[src/hdl/write_guard_pkg.sv]
package write_guard_pkg;

  // ==========================================================
  // Register map
  localparam logic [31:0] CMD_ADDR = 32'hfffff170;
  localparam logic [31:0] PSAVE_ADDR = 32'hfffff1f0;
  localparam logic [31:0] PCLK_ADDR = 32'hfffff074;
  localparam logic [31:0] STATUS_ADDR = 32'hfffff078;

  // ==========================================================
  // Access sizes on the peripheral bus
  localparam logic [1:0] SZ_BIT = 2'h0;
  localparam logic [1:0] SZ_BYTE = 2'h1;
  localparam logic [1:0] SZ_HALF = 2'h2;
  localparam logic [1:0] SZ_WORD = 2'h3;

  // ==========================================================
  // Fields and reset values
  localparam int ERR_FLAG_BIT = 0;
  localparam int PSAVE_STOP_BIT = 1;
  localparam logic [7:0] PSAVE_RST = 8'h00;
  localparam logic [7:0] PCLK_RST = 8'h00;
  localparam logic [7:0] CMD_READ_VAL = 8'h00;
  localparam logic [7:0] BYTE_ZERO = 8'h00;

  // ==========================================================
  // Timing
  localparam logic [3:0] PS_DELAY_CYC = 4'h4;

  typedef enum logic {SEQ_IDLE, SEQ_ARMED} seq_state_e;

endpackage : write_guard_pkg

[src/hdl/guard_if.sv]
`timescale 1ns/1ps
interface guard_if;
  logic store;
  logic to_cmd;
  logic to_prot;
  logic commit;
  logic violation;
  logic armed;

  modport core (output store, output to_cmd, output to_prot,
                input commit, input violation, input armed);
  modport seq (input store, input to_cmd, input to_prot,
               output commit, output violation, output armed);
endinterface : guard_if

[src/hdl/register_write_guard.sv]
`timescale 1ns/1ps
// Functional notes
// - Protected registers accept only sequenced stores
// - Only power save and clock control guarded
// - Reads need no unlock, leave flag
// - Any byte store to command arms
// - Command register reads return fixed filler
// - Status register byte and bit access
// - Error flag reads zero, one after violation
// - Protected store without preceding command sets error
// - Non-protected store after command sets error
// - Only zero write or reset clears flag
// - Power save entry deferred after store
module register_write_guard
  import write_guard_pkg::*;
#(
  parameter logic [3:0] PS_DELAY = PS_DELAY_CYC
)
(
  input wire logic clk_in,
  input wire logic sys_rst_in,
  input wire logic [31:0] bus_addr_in,
  input wire logic bus_wr_in,
  input wire logic bus_rd_in,
  input wire logic [1:0] bus_size_in,
  input wire logic [2:0] bus_bit_in,
  input wire logic [7:0] bus_wdata_in,
  output logic [7:0] bus_rdata_out,
  output logic bus_rvalid_out,
  output logic [7:0] power_save_control_register_out,
  output logic [7:0] processor_clock_control_register_out,
  output logic protection_error_flag_out,
  output logic power_save_req_out
);

  localparam int PS_DLY_I = int'(PS_DELAY);

  guard_if gif ();

  logic hit_cmd;
  logic hit_psave;
  logic hit_pclk;
  logic hit_status;
  logic hit_any;
  logic status_wr;
  logic [7:0] store_val;
  logic [7:0] status_val;
  logic [7:0] status_wval;
  logic psave_commit;
  logic pclk_commit;

  logic [7:0] psave_r;
  logic [7:0] psave_nxt;
  logic [7:0] pclk_r;
  logic [7:0] pclk_nxt;
  logic err_r;
  logic err_nxt;
  logic [7:0] rdata_r;
  logic [7:0] rdata_nxt;
  logic rvalid_r;
  logic rvalid_nxt;
  logic pending_r;
  logic pending_nxt;
  logic [3:0] cnt_r;
  logic [3:0] cnt_nxt;
  logic req_r;
  logic req_nxt;

  // Byte store replaces the value, bit store changes one bit
  function automatic logic [7:0] merge_store(
    input logic [7:0] old_val,
    input logic [1:0] size,
    input logic [2:0] pos,
    input logic [7:0] wdata
  );
    logic [7:0] res;
    res = wdata;
    if (size == SZ_BIT)
    begin
      res = old_val;
      res[pos] = wdata[0];
    end
    return res;
  endfunction : merge_store

  // ==========================================================
  // Address decode and store classification
  assign hit_cmd = (bus_addr_in == CMD_ADDR);
  assign hit_psave = (bus_addr_in == PSAVE_ADDR);
  assign hit_pclk = (bus_addr_in == PCLK_ADDR);
  assign hit_status = (bus_addr_in == STATUS_ADDR);
  assign hit_any = hit_cmd | hit_psave | hit_pclk | hit_status;

  assign gif.store = bus_wr_in;
  assign gif.to_cmd = hit_cmd && (bus_size_in == SZ_BYTE);
  assign gif.to_prot = hit_psave | hit_pclk;

  unlock_sequencer u_seq (
    .clk_in(clk_in),
    .sys_rst_in(sys_rst_in),
    .gif(gif)
  );

  assign psave_commit = gif.commit && hit_psave;
  assign pclk_commit = gif.commit && hit_pclk;
  assign status_val = {7'h00, err_r};
  assign status_wr = bus_wr_in && hit_status;

  // ==========================================================
  // Protected registers and status flag
  always_comb
  begin
    store_val = BYTE_ZERO;
    status_wval = status_val;
    psave_nxt = psave_r;
    pclk_nxt = pclk_r;
    err_nxt = err_r;
    if (psave_commit)
    begin
      store_val = merge_store(psave_r, bus_size_in, bus_bit_in,
                              bus_wdata_in);
      psave_nxt = store_val;
    end
    else if (pclk_commit)
    begin
      store_val = merge_store(pclk_r, bus_size_in, bus_bit_in,
                              bus_wdata_in);
      pclk_nxt = store_val;
    end
    if (status_wr)
    begin
      status_wval = merge_store(status_val, bus_size_in, bus_bit_in,
                                bus_wdata_in);
      if (!status_wval[ERR_FLAG_BIT])
        err_nxt = 1'b0;
    end
    // Hardware set wins over a software clear in the same cycle
    if (gif.violation)
      err_nxt = 1'b1;
  end

  always_ff @(posedge clk_in)
  begin
    if (sys_rst_in)
    begin
      psave_r <= PSAVE_RST;
      pclk_r <= PCLK_RST;
      err_r <= 1'b0;
    end
    else
    begin
      psave_r <= psave_nxt;
      pclk_r <= pclk_nxt;
      err_r <= err_nxt;
    end
  end

  // ==========================================================
  // Deferred power save entry
  always_comb
  begin
    pending_nxt = pending_r;
    cnt_nxt = cnt_r;
    req_nxt = req_r;
    if (psave_commit)
    begin
      pending_nxt = psave_nxt[PSAVE_STOP_BIT];
      cnt_nxt = PS_DELAY;
      req_nxt = 1'b0;
    end
    else if (pending_r)
    begin
      cnt_nxt = cnt_r - 4'h1;
      if (cnt_r <= 4'h1)
      begin
        pending_nxt = 1'b0;
        req_nxt = 1'b1;
      end
    end
  end

  always_ff @(posedge clk_in)
  begin
    if (sys_rst_in)
    begin
      pending_r <= 1'b0;
      cnt_r <= 4'h0;
      req_r <= 1'b0;
    end
    else
    begin
      pending_r <= pending_nxt;
      cnt_r <= cnt_nxt;
      req_r <= req_nxt;
    end
  end

  // ==========================================================
  // Read path
  always_comb
  begin
    rdata_nxt = BYTE_ZERO;
    rvalid_nxt = bus_rd_in && hit_any;
    if (bus_rd_in)
    begin
      if (hit_psave)
        rdata_nxt = psave_r;
      else if (hit_pclk)
        rdata_nxt = pclk_r;
      else if (hit_status)
        rdata_nxt = status_val;
      else if (hit_cmd)
        rdata_nxt = CMD_READ_VAL;
    end
  end

  always_ff @(posedge clk_in)
  begin
    if (sys_rst_in)
    begin
      rdata_r <= BYTE_ZERO;
      rvalid_r <= 1'b0;
    end
    else
    begin
      rdata_r <= rdata_nxt;
      rvalid_r <= rvalid_nxt;
    end
  end

  assign bus_rdata_out = rdata_r;
  assign bus_rvalid_out = rvalid_r;
  assign power_save_control_register_out = psave_r;
  assign processor_clock_control_register_out = pclk_r;
  assign protection_error_flag_out = err_r;
  assign power_save_req_out = req_r;
endmodule : register_write_guard

[src/hdl/unlock_sequencer.sv]
`timescale 1ns/1ps
module unlock_sequencer
  import write_guard_pkg::*;
(
  input wire logic clk_in,
  input wire logic sys_rst_in,
  guard_if.seq gif
);

  seq_state_e state_r;
  seq_state_e state_nxt;

  // ==========================================================
  // Store order tracking
  always_comb
  begin
    state_nxt = state_r;
    gif.commit = 1'b0;
    gif.violation = 1'b0;
    case (state_r)
      SEQ_IDLE:
      begin
        if (gif.store && gif.to_prot)
        begin
          gif.violation = 1'b1;
        end
        else if (gif.store && gif.to_cmd)
        begin
          state_nxt = SEQ_ARMED;
        end
      end
      SEQ_ARMED:
      begin
        if (gif.store)
        begin
          if (gif.to_prot)
          begin
            gif.commit = 1'b1;
            state_nxt = SEQ_IDLE;
          end
          else
          begin
            gif.violation = 1'b1;
            state_nxt = gif.to_cmd ? SEQ_ARMED : SEQ_IDLE;
          end
        end
      end
      default:
      begin
        state_nxt = SEQ_IDLE;
      end
    endcase
  end

  always_ff @(posedge clk_in)
  begin
    if (sys_rst_in)
      state_r <= SEQ_IDLE;
    else
      state_r <= state_nxt;
  end

  assign gif.armed = (state_r == SEQ_ARMED);

endmodule : unlock_sequencer

[config.mk]
export PLATFORM = sky130hd
export DESIGN_NAME = register_write_guard
export DESIGN_NICKNAME = d
export VERILOG_FILES = /design/src/hdl/write_guard_pkg.sv /design/src/hdl/guard_if.sv /design/src/hdl/register_write_guard.sv /design/src/hdl/unlock_sequencer.sv
export SDC_FILE = /design/constraint.sdc
export NUM_CORES = 1
export LEC_CHECK = 0
export BUFFER_PORTS_ARGS = -buffer_cell sky130_fd_sc_hd__buf_4
export CAP_MARGIN = 5
export CORE_ASPECT_RATIO = 1.5
export CORE_UTILIZATION = 49
export CTS_CLUSTER_DIAMETER = 120
export DETAILED_ROUTE_END_ITERATION = 10
export PLACE_DENSITY = 0.83
export SYNTH_ARGS = -nofsm -noshare
export SYNTH_HDL_FRONTEND = slang
export SYNTH_SLANG_ARGS = --single-unit
[constraint.sdc]
create_clock -name clk_in -period 5.01 [get_ports clk_in]
set_clock_uncertainty 0.05 [all_clocks]
set_input_delay 0.501 -clock clk_in [delete_from_list [all_inputs] [get_ports clk_in]]
set_output_delay 0.501 -clock clk_in [all_outputs]
set_load 0.1 [all_outputs]
### Word-level counts from Yosys, hierarchy flattened

Index checks and enable logic that the tools add are counted.

* bits in registers: 33
* logic and storage cells: 78
* input port bits: 49
* output and inout bits: 27

* mux-type cells: 34
* reduce and logical (&&, ||, !) cells: 16
* add/sub/neg operators: 1
* equal/unequal tests: 6
* magnitude comparators: 3
* bitwise operators: 7

Operators by type and width (number)
* $eq 32x32->1 const B: 4
* $mux 8: 4
* $bwmux 8: 3
* $mux 1: 21
* $logic_and 1x1->1: 8
* $mux 3: 2
* $reduce_and 2->1: 3
* $le 4x1->1 const B: 1
* $lt 3x4->1 const B: 1
* $or 1x1->1: 4
* $pmux 1 s2: 2
* $reduce_bool 2->1: 2
* $reduce_or 2->1: 2
* $sub 4x1->4 const B: 1
* $demux 1 s3: 1
* $ge 3x1->1 const B: 1
* $not 1->1: 3
* $eq 2x1->1 const B: 1
* $logic_not 2->1: 1
* $mux 2: 1
* $ne 2x2->1 const B: 1

### Logic depth before layout (Yosys ltp)

* depth in word-level cells: 10
* gate-level depth with buffers: 7
* depth with buffers taken out: 6

### Modules after synthesis

From an unflattened synthesis, not the netlist that was laid out.

* cells, all modules: 252
* area, all modules: 2158.3 um^2

By module, submodules not included
* register_write_guard: cells an instance 245, seq. area each 640.6 um^2, area an instance 2097.0 um^2, times used 1
* unlock_sequencer: cells an instance 7, seq. area each 20.0 um^2, area an instance 61.3 um^2, times used 1

### Worst setup path after synthesis

Ideal clock, no wire load.

* path kind: input port to flip-flop
* start point: input port bus_addr_in[1]
* end point: register pending_r
* slack: 2676 ps
* stages on the path: 5
* arrival: 2213 ps
* setup time: 70 ps
* data required time: 4890 ps
* path buffers: 0
* path through: or4b_4 or4_4 nor3_2 or3b_1 a21oi_1

* word-level cells in the longest chain between the ends: 8
* elaborated cells on any way between the ends: 9
* those cells by class: eq/ne (2); mux (5); bitwise (1); reduce/logical (1)

RTL lines
* from (decl): line register_write_guard.sv:22 `input wire logic [31:0] bus_addr_in,`
* $eq 32x32->1 (on tied branches): line register_write_guard.sv:89, register_write_guard.sv:90
* $or 1x1->1: line register_write_guard.sv:96 `assign gif.to_prot = hit_psave | hit_pclk;`
* $mux 1: line unlock_sequencer.sv:36 `if (gif.to_prot)`
* $mux 1: line unlock_sequencer.sv:34 `if (gif.store)`
* $mux 1: line unlock_sequencer.sv:20 `case (state_r)`
* $logic_and 1x1->1 *: line register_write_guard.sv:104 `assign psave_commit = gif.commit && hit_psave;`
* $mux 2: line register_write_guard.sv:118 `if (psave_commit)`
* $mux 1 *: line register_write_guard.sv:165 `if (psave_commit)`
* to (signal assigned): line register_write_guard.sv:192 `pending_r <= pending_nxt;`
* to (decl): line register_write_guard.sv:62 `logic pending_r;`

Every way passes the cells marked *; elsewhere a longest branch is shown, timed or not.
A chain may end at the register's enable or synchronous reset.

### Worst setup path after layout

Same ends and word-level chain as after synthesis.

==> results.cfg <==
[outcome]
status = completed

[sta]
rsz0062_at_grt = false
worst_pin_slew_ps = 1160
hold_viol = 0
setup-violations-final = 0
drv_slew = 0
setup_tns_ps = 0
period_minus_slack_ps = 3020
fmax_mhz = 331
period_share_pct = 60.3
slew_headroom_pct = 22.3

[synth]
synthesis.area_sq_mm = 0.00163
yosysSeqAreaShare_pct = 40.6
postSynthCellCount = 190
synth_area_leader_cell = dfxtp_1
synth_top_area_share_pct = 40.6
synth_seq_cells = 33
avgSynthCellArea_sq_um = 8.57
netlist_top_cells_area = dfxtp_1, a211oi_1, a21oi_1
synthesis.nets = 241
ys_warn_count = 0
synth_cell_types = 43

[critical_path]
critPathLaunchType = primary input
cp_data_required_time_ps = 5170
crit_cells = 6
rr_worst_depth = 4
worst-path-max-fanout = 21
worstSetupEndpoint = pending_r
path_cells = buf_4, or4b_4, or4_4, nor3_2, or3b_1, a21oi_1
cp_slowest_stage_delay_ps = 930
worstReg2RegEnd = pending_r
worstSetupEndpointType = flop
crit_type = primary input to flop
r2r_start = u_seq.gif.armed
slowest_stage = nor3_2
cp.arrival_ps = 3190
critPathBufInv = 1
crit_start = bus_addr_in[1]
worst_path_dominant_cell_family = simple AND/OR/NAND/NOR gates
rrSetupSlack_ps = 2820

[grt]
grt_pass1_wl_microns = 6520
antenna_found_initial = 0
grt_pass1_vias = 1605
track_usage_pct = 24.0
use_met2_pct = 45.8
grt-busiest-layer = met2
grt_max_degree = 26
grt-ovfl-total = 0
grtUsageMet3_pct = 4.79
grtUsageMet1_pct = 23.9

[floorplan]
core_sq_mm = 0.00316
start_util_pct = 51.6
rows = 25
die-height_microns = 72.6
ios = 76
die_w_microns = 49.1
die_area_sq_mm = 0.00356

[cts]
clkSinkCount = 33
insertion_delay_ps = 280
cts_max_path_buffers = 2
path_clk_slew_ps = 60
cts_root_buffer = clkbuf_8
holdBufCountCts = 0
post_cts_resized = 0
cts_tree = built
numCtsBuffers = 5
cts.htree.levels = 2
post_cts_buffers = 0

[layout]
final_cell_area_sq_mm = 0.00233
final_common_cell = buf_4
num_antenna_cells = 0
mostFrequentLayoutCells = buf_4, dfxtp_1, nor2_1
synthToLayoutAreaGrowth_pct = 42.9
fillers = 261
nets = 316
drive_gt1_share_pct = 34.2

[drt]
vias = 1740
dr.pass1.iters = 6
post-route-drc-count = 0
ant_nets = 0
via_per_inst = 5.69
drt-total-wl_microns = 4080
wire_per_inst_microns = 13.3
first_iter_violations = 40

[placed_design]
dpl-instance-area_sq_mm = 0.00221
io_buffers = 75
dp_hpwl_microns = 3090
gp_congestion = 0.895

[power_and_ir_drop]
p_per_area_mw_per_mm2 = 248
post-layout-total-power_mw = 0.577
ir_drop_mv = 0.186
leakage_nw = 0.925

[flow_run]
cap_violations = 0

[hold_path]
hold_path.class = flop to flop
-- worst min path at each step --
| stage | from | to | slack, ps | cells after the start |
|---|---|---|---|---|
| finish | protection_error_flag_out | bus_rdata_out[0] | 460 | 2 |
| global route | bus_wr_in | protection_error_flag_out | 470 | 2 |
| CTS | protection_error_flag_out | bus_rdata_out[0] | 460 | 2 |
| detailed placement | protection_error_flag_out | bus_rdata_out[0] | 450 | 2 |
| global placement | u_seq.gif.armed | u_seq.gif.armed | 440 | 2 |
| floorplan | u_seq.gif.armed | u_seq.gif.armed | 420 | 2 |
-- through the flow --
step	hold slack (ps)	utilization (%)	worst slack [ps]	cells
after floorplan	420	-	2680	190
after global placement	441	70.0	1770	298
after detailed placement	445	70.0	1750	298
after CTS	457	73.7	2010	306
after global routing	469	73.7	1900	306
final	459	73.7	1990	306
-- metal layers --
metal,part of all wire (%),up-vias
met3,5.6,13
met5,0,-
met2,52,71
met4,3.0,0
li1,-,867
met1,39,789
-- synth_stat cells, drive strengths merged --
master / count
nor4b: 3
or4bb: 1
inv: 5
buf: 2
nor3: 7
nand3b: 1
mux2i: 1
nand4b: 2
or2: 1
a31oi: 1
a21oi: 20
nand4: 7
or4b: 2
dfxtp: 33
nor2: 21
a22oi: 7
nand2: 13
o22ai: 4
o31ai: 1
xnor2: 3
xor2: 1
o21ai: 10
clkbuf: 5
a21bo: 1
o2bb2ai: 1
or3b: 1
a211oi: 14
nor4: 3
nor3b: 1
ha: 2
nand3: 3
nor2b: 2
a32o: 1
or4: 3
nand2b: 5
or3: 1
and3: 1
-- kinds of logic after synthesis --
kind of cell | after synthesis | share of synthesized area (%)
buf+inv | 12 | 3.07
xor+xnor | 4 | 2.15
simple gates | 78 | 29.0
fa+ha+maj | 2 | 1.54
compound gates | 60 | 23.0
mux | 1 | 0.614
flops | 33 | 40.6
-- power breakdown --
| part | switching (mW) | internal [mW] | leakage (nW) |
|---|---|---|---|
| clock | 0.0955 | 0.162 | 0.0585 |
| combinational | 0.0256 | 0.0313 | 0.601 |
| sequential | 0.00000000000541 | 0.262 | 0.266 |
| total | 0.121 | 0.456 | 0.925 |
-- worst register-to-register path: cells and delay by family (launching register included) --
| family | cells | cell delay (ps) |
|---|---|---|
| and+or+nand+nor | 3 | 1540 |
| DFF | 1 | 370 |
| AOI/OAI and AO/OA | 1 | 150 |
-- flip-flops by register name (all words and copies together), names as in the netlist --
name                                  flops
processor_clock_control_register_out      8
bus_rvalid_out                            1
u_seq.gif.armed                           1
cnt_r                                     4
protection_error_flag_out                 1
power_save_req_out                        1
pending_r                                 1
bus_rdata_out                             8
power_save_control_register_out           8
-- layout make-up --
class / instances / area, sq um / share of cell area (%)
multi-input cells: 145 / 918 / 39.5
clock inverters: 1 / 30.0 / 1.29
flip-flops and latches: 33 / 661 / 28.4
clock buffers: 7 / 86.3 / 3.71
repair buffers: 75 / 563 / 24.2
well taps: 40 / 50.0 / 2.15
inverters: 5 / 18.8 / 0.806
Note: power is estimated with default switching activity, not from simulation.
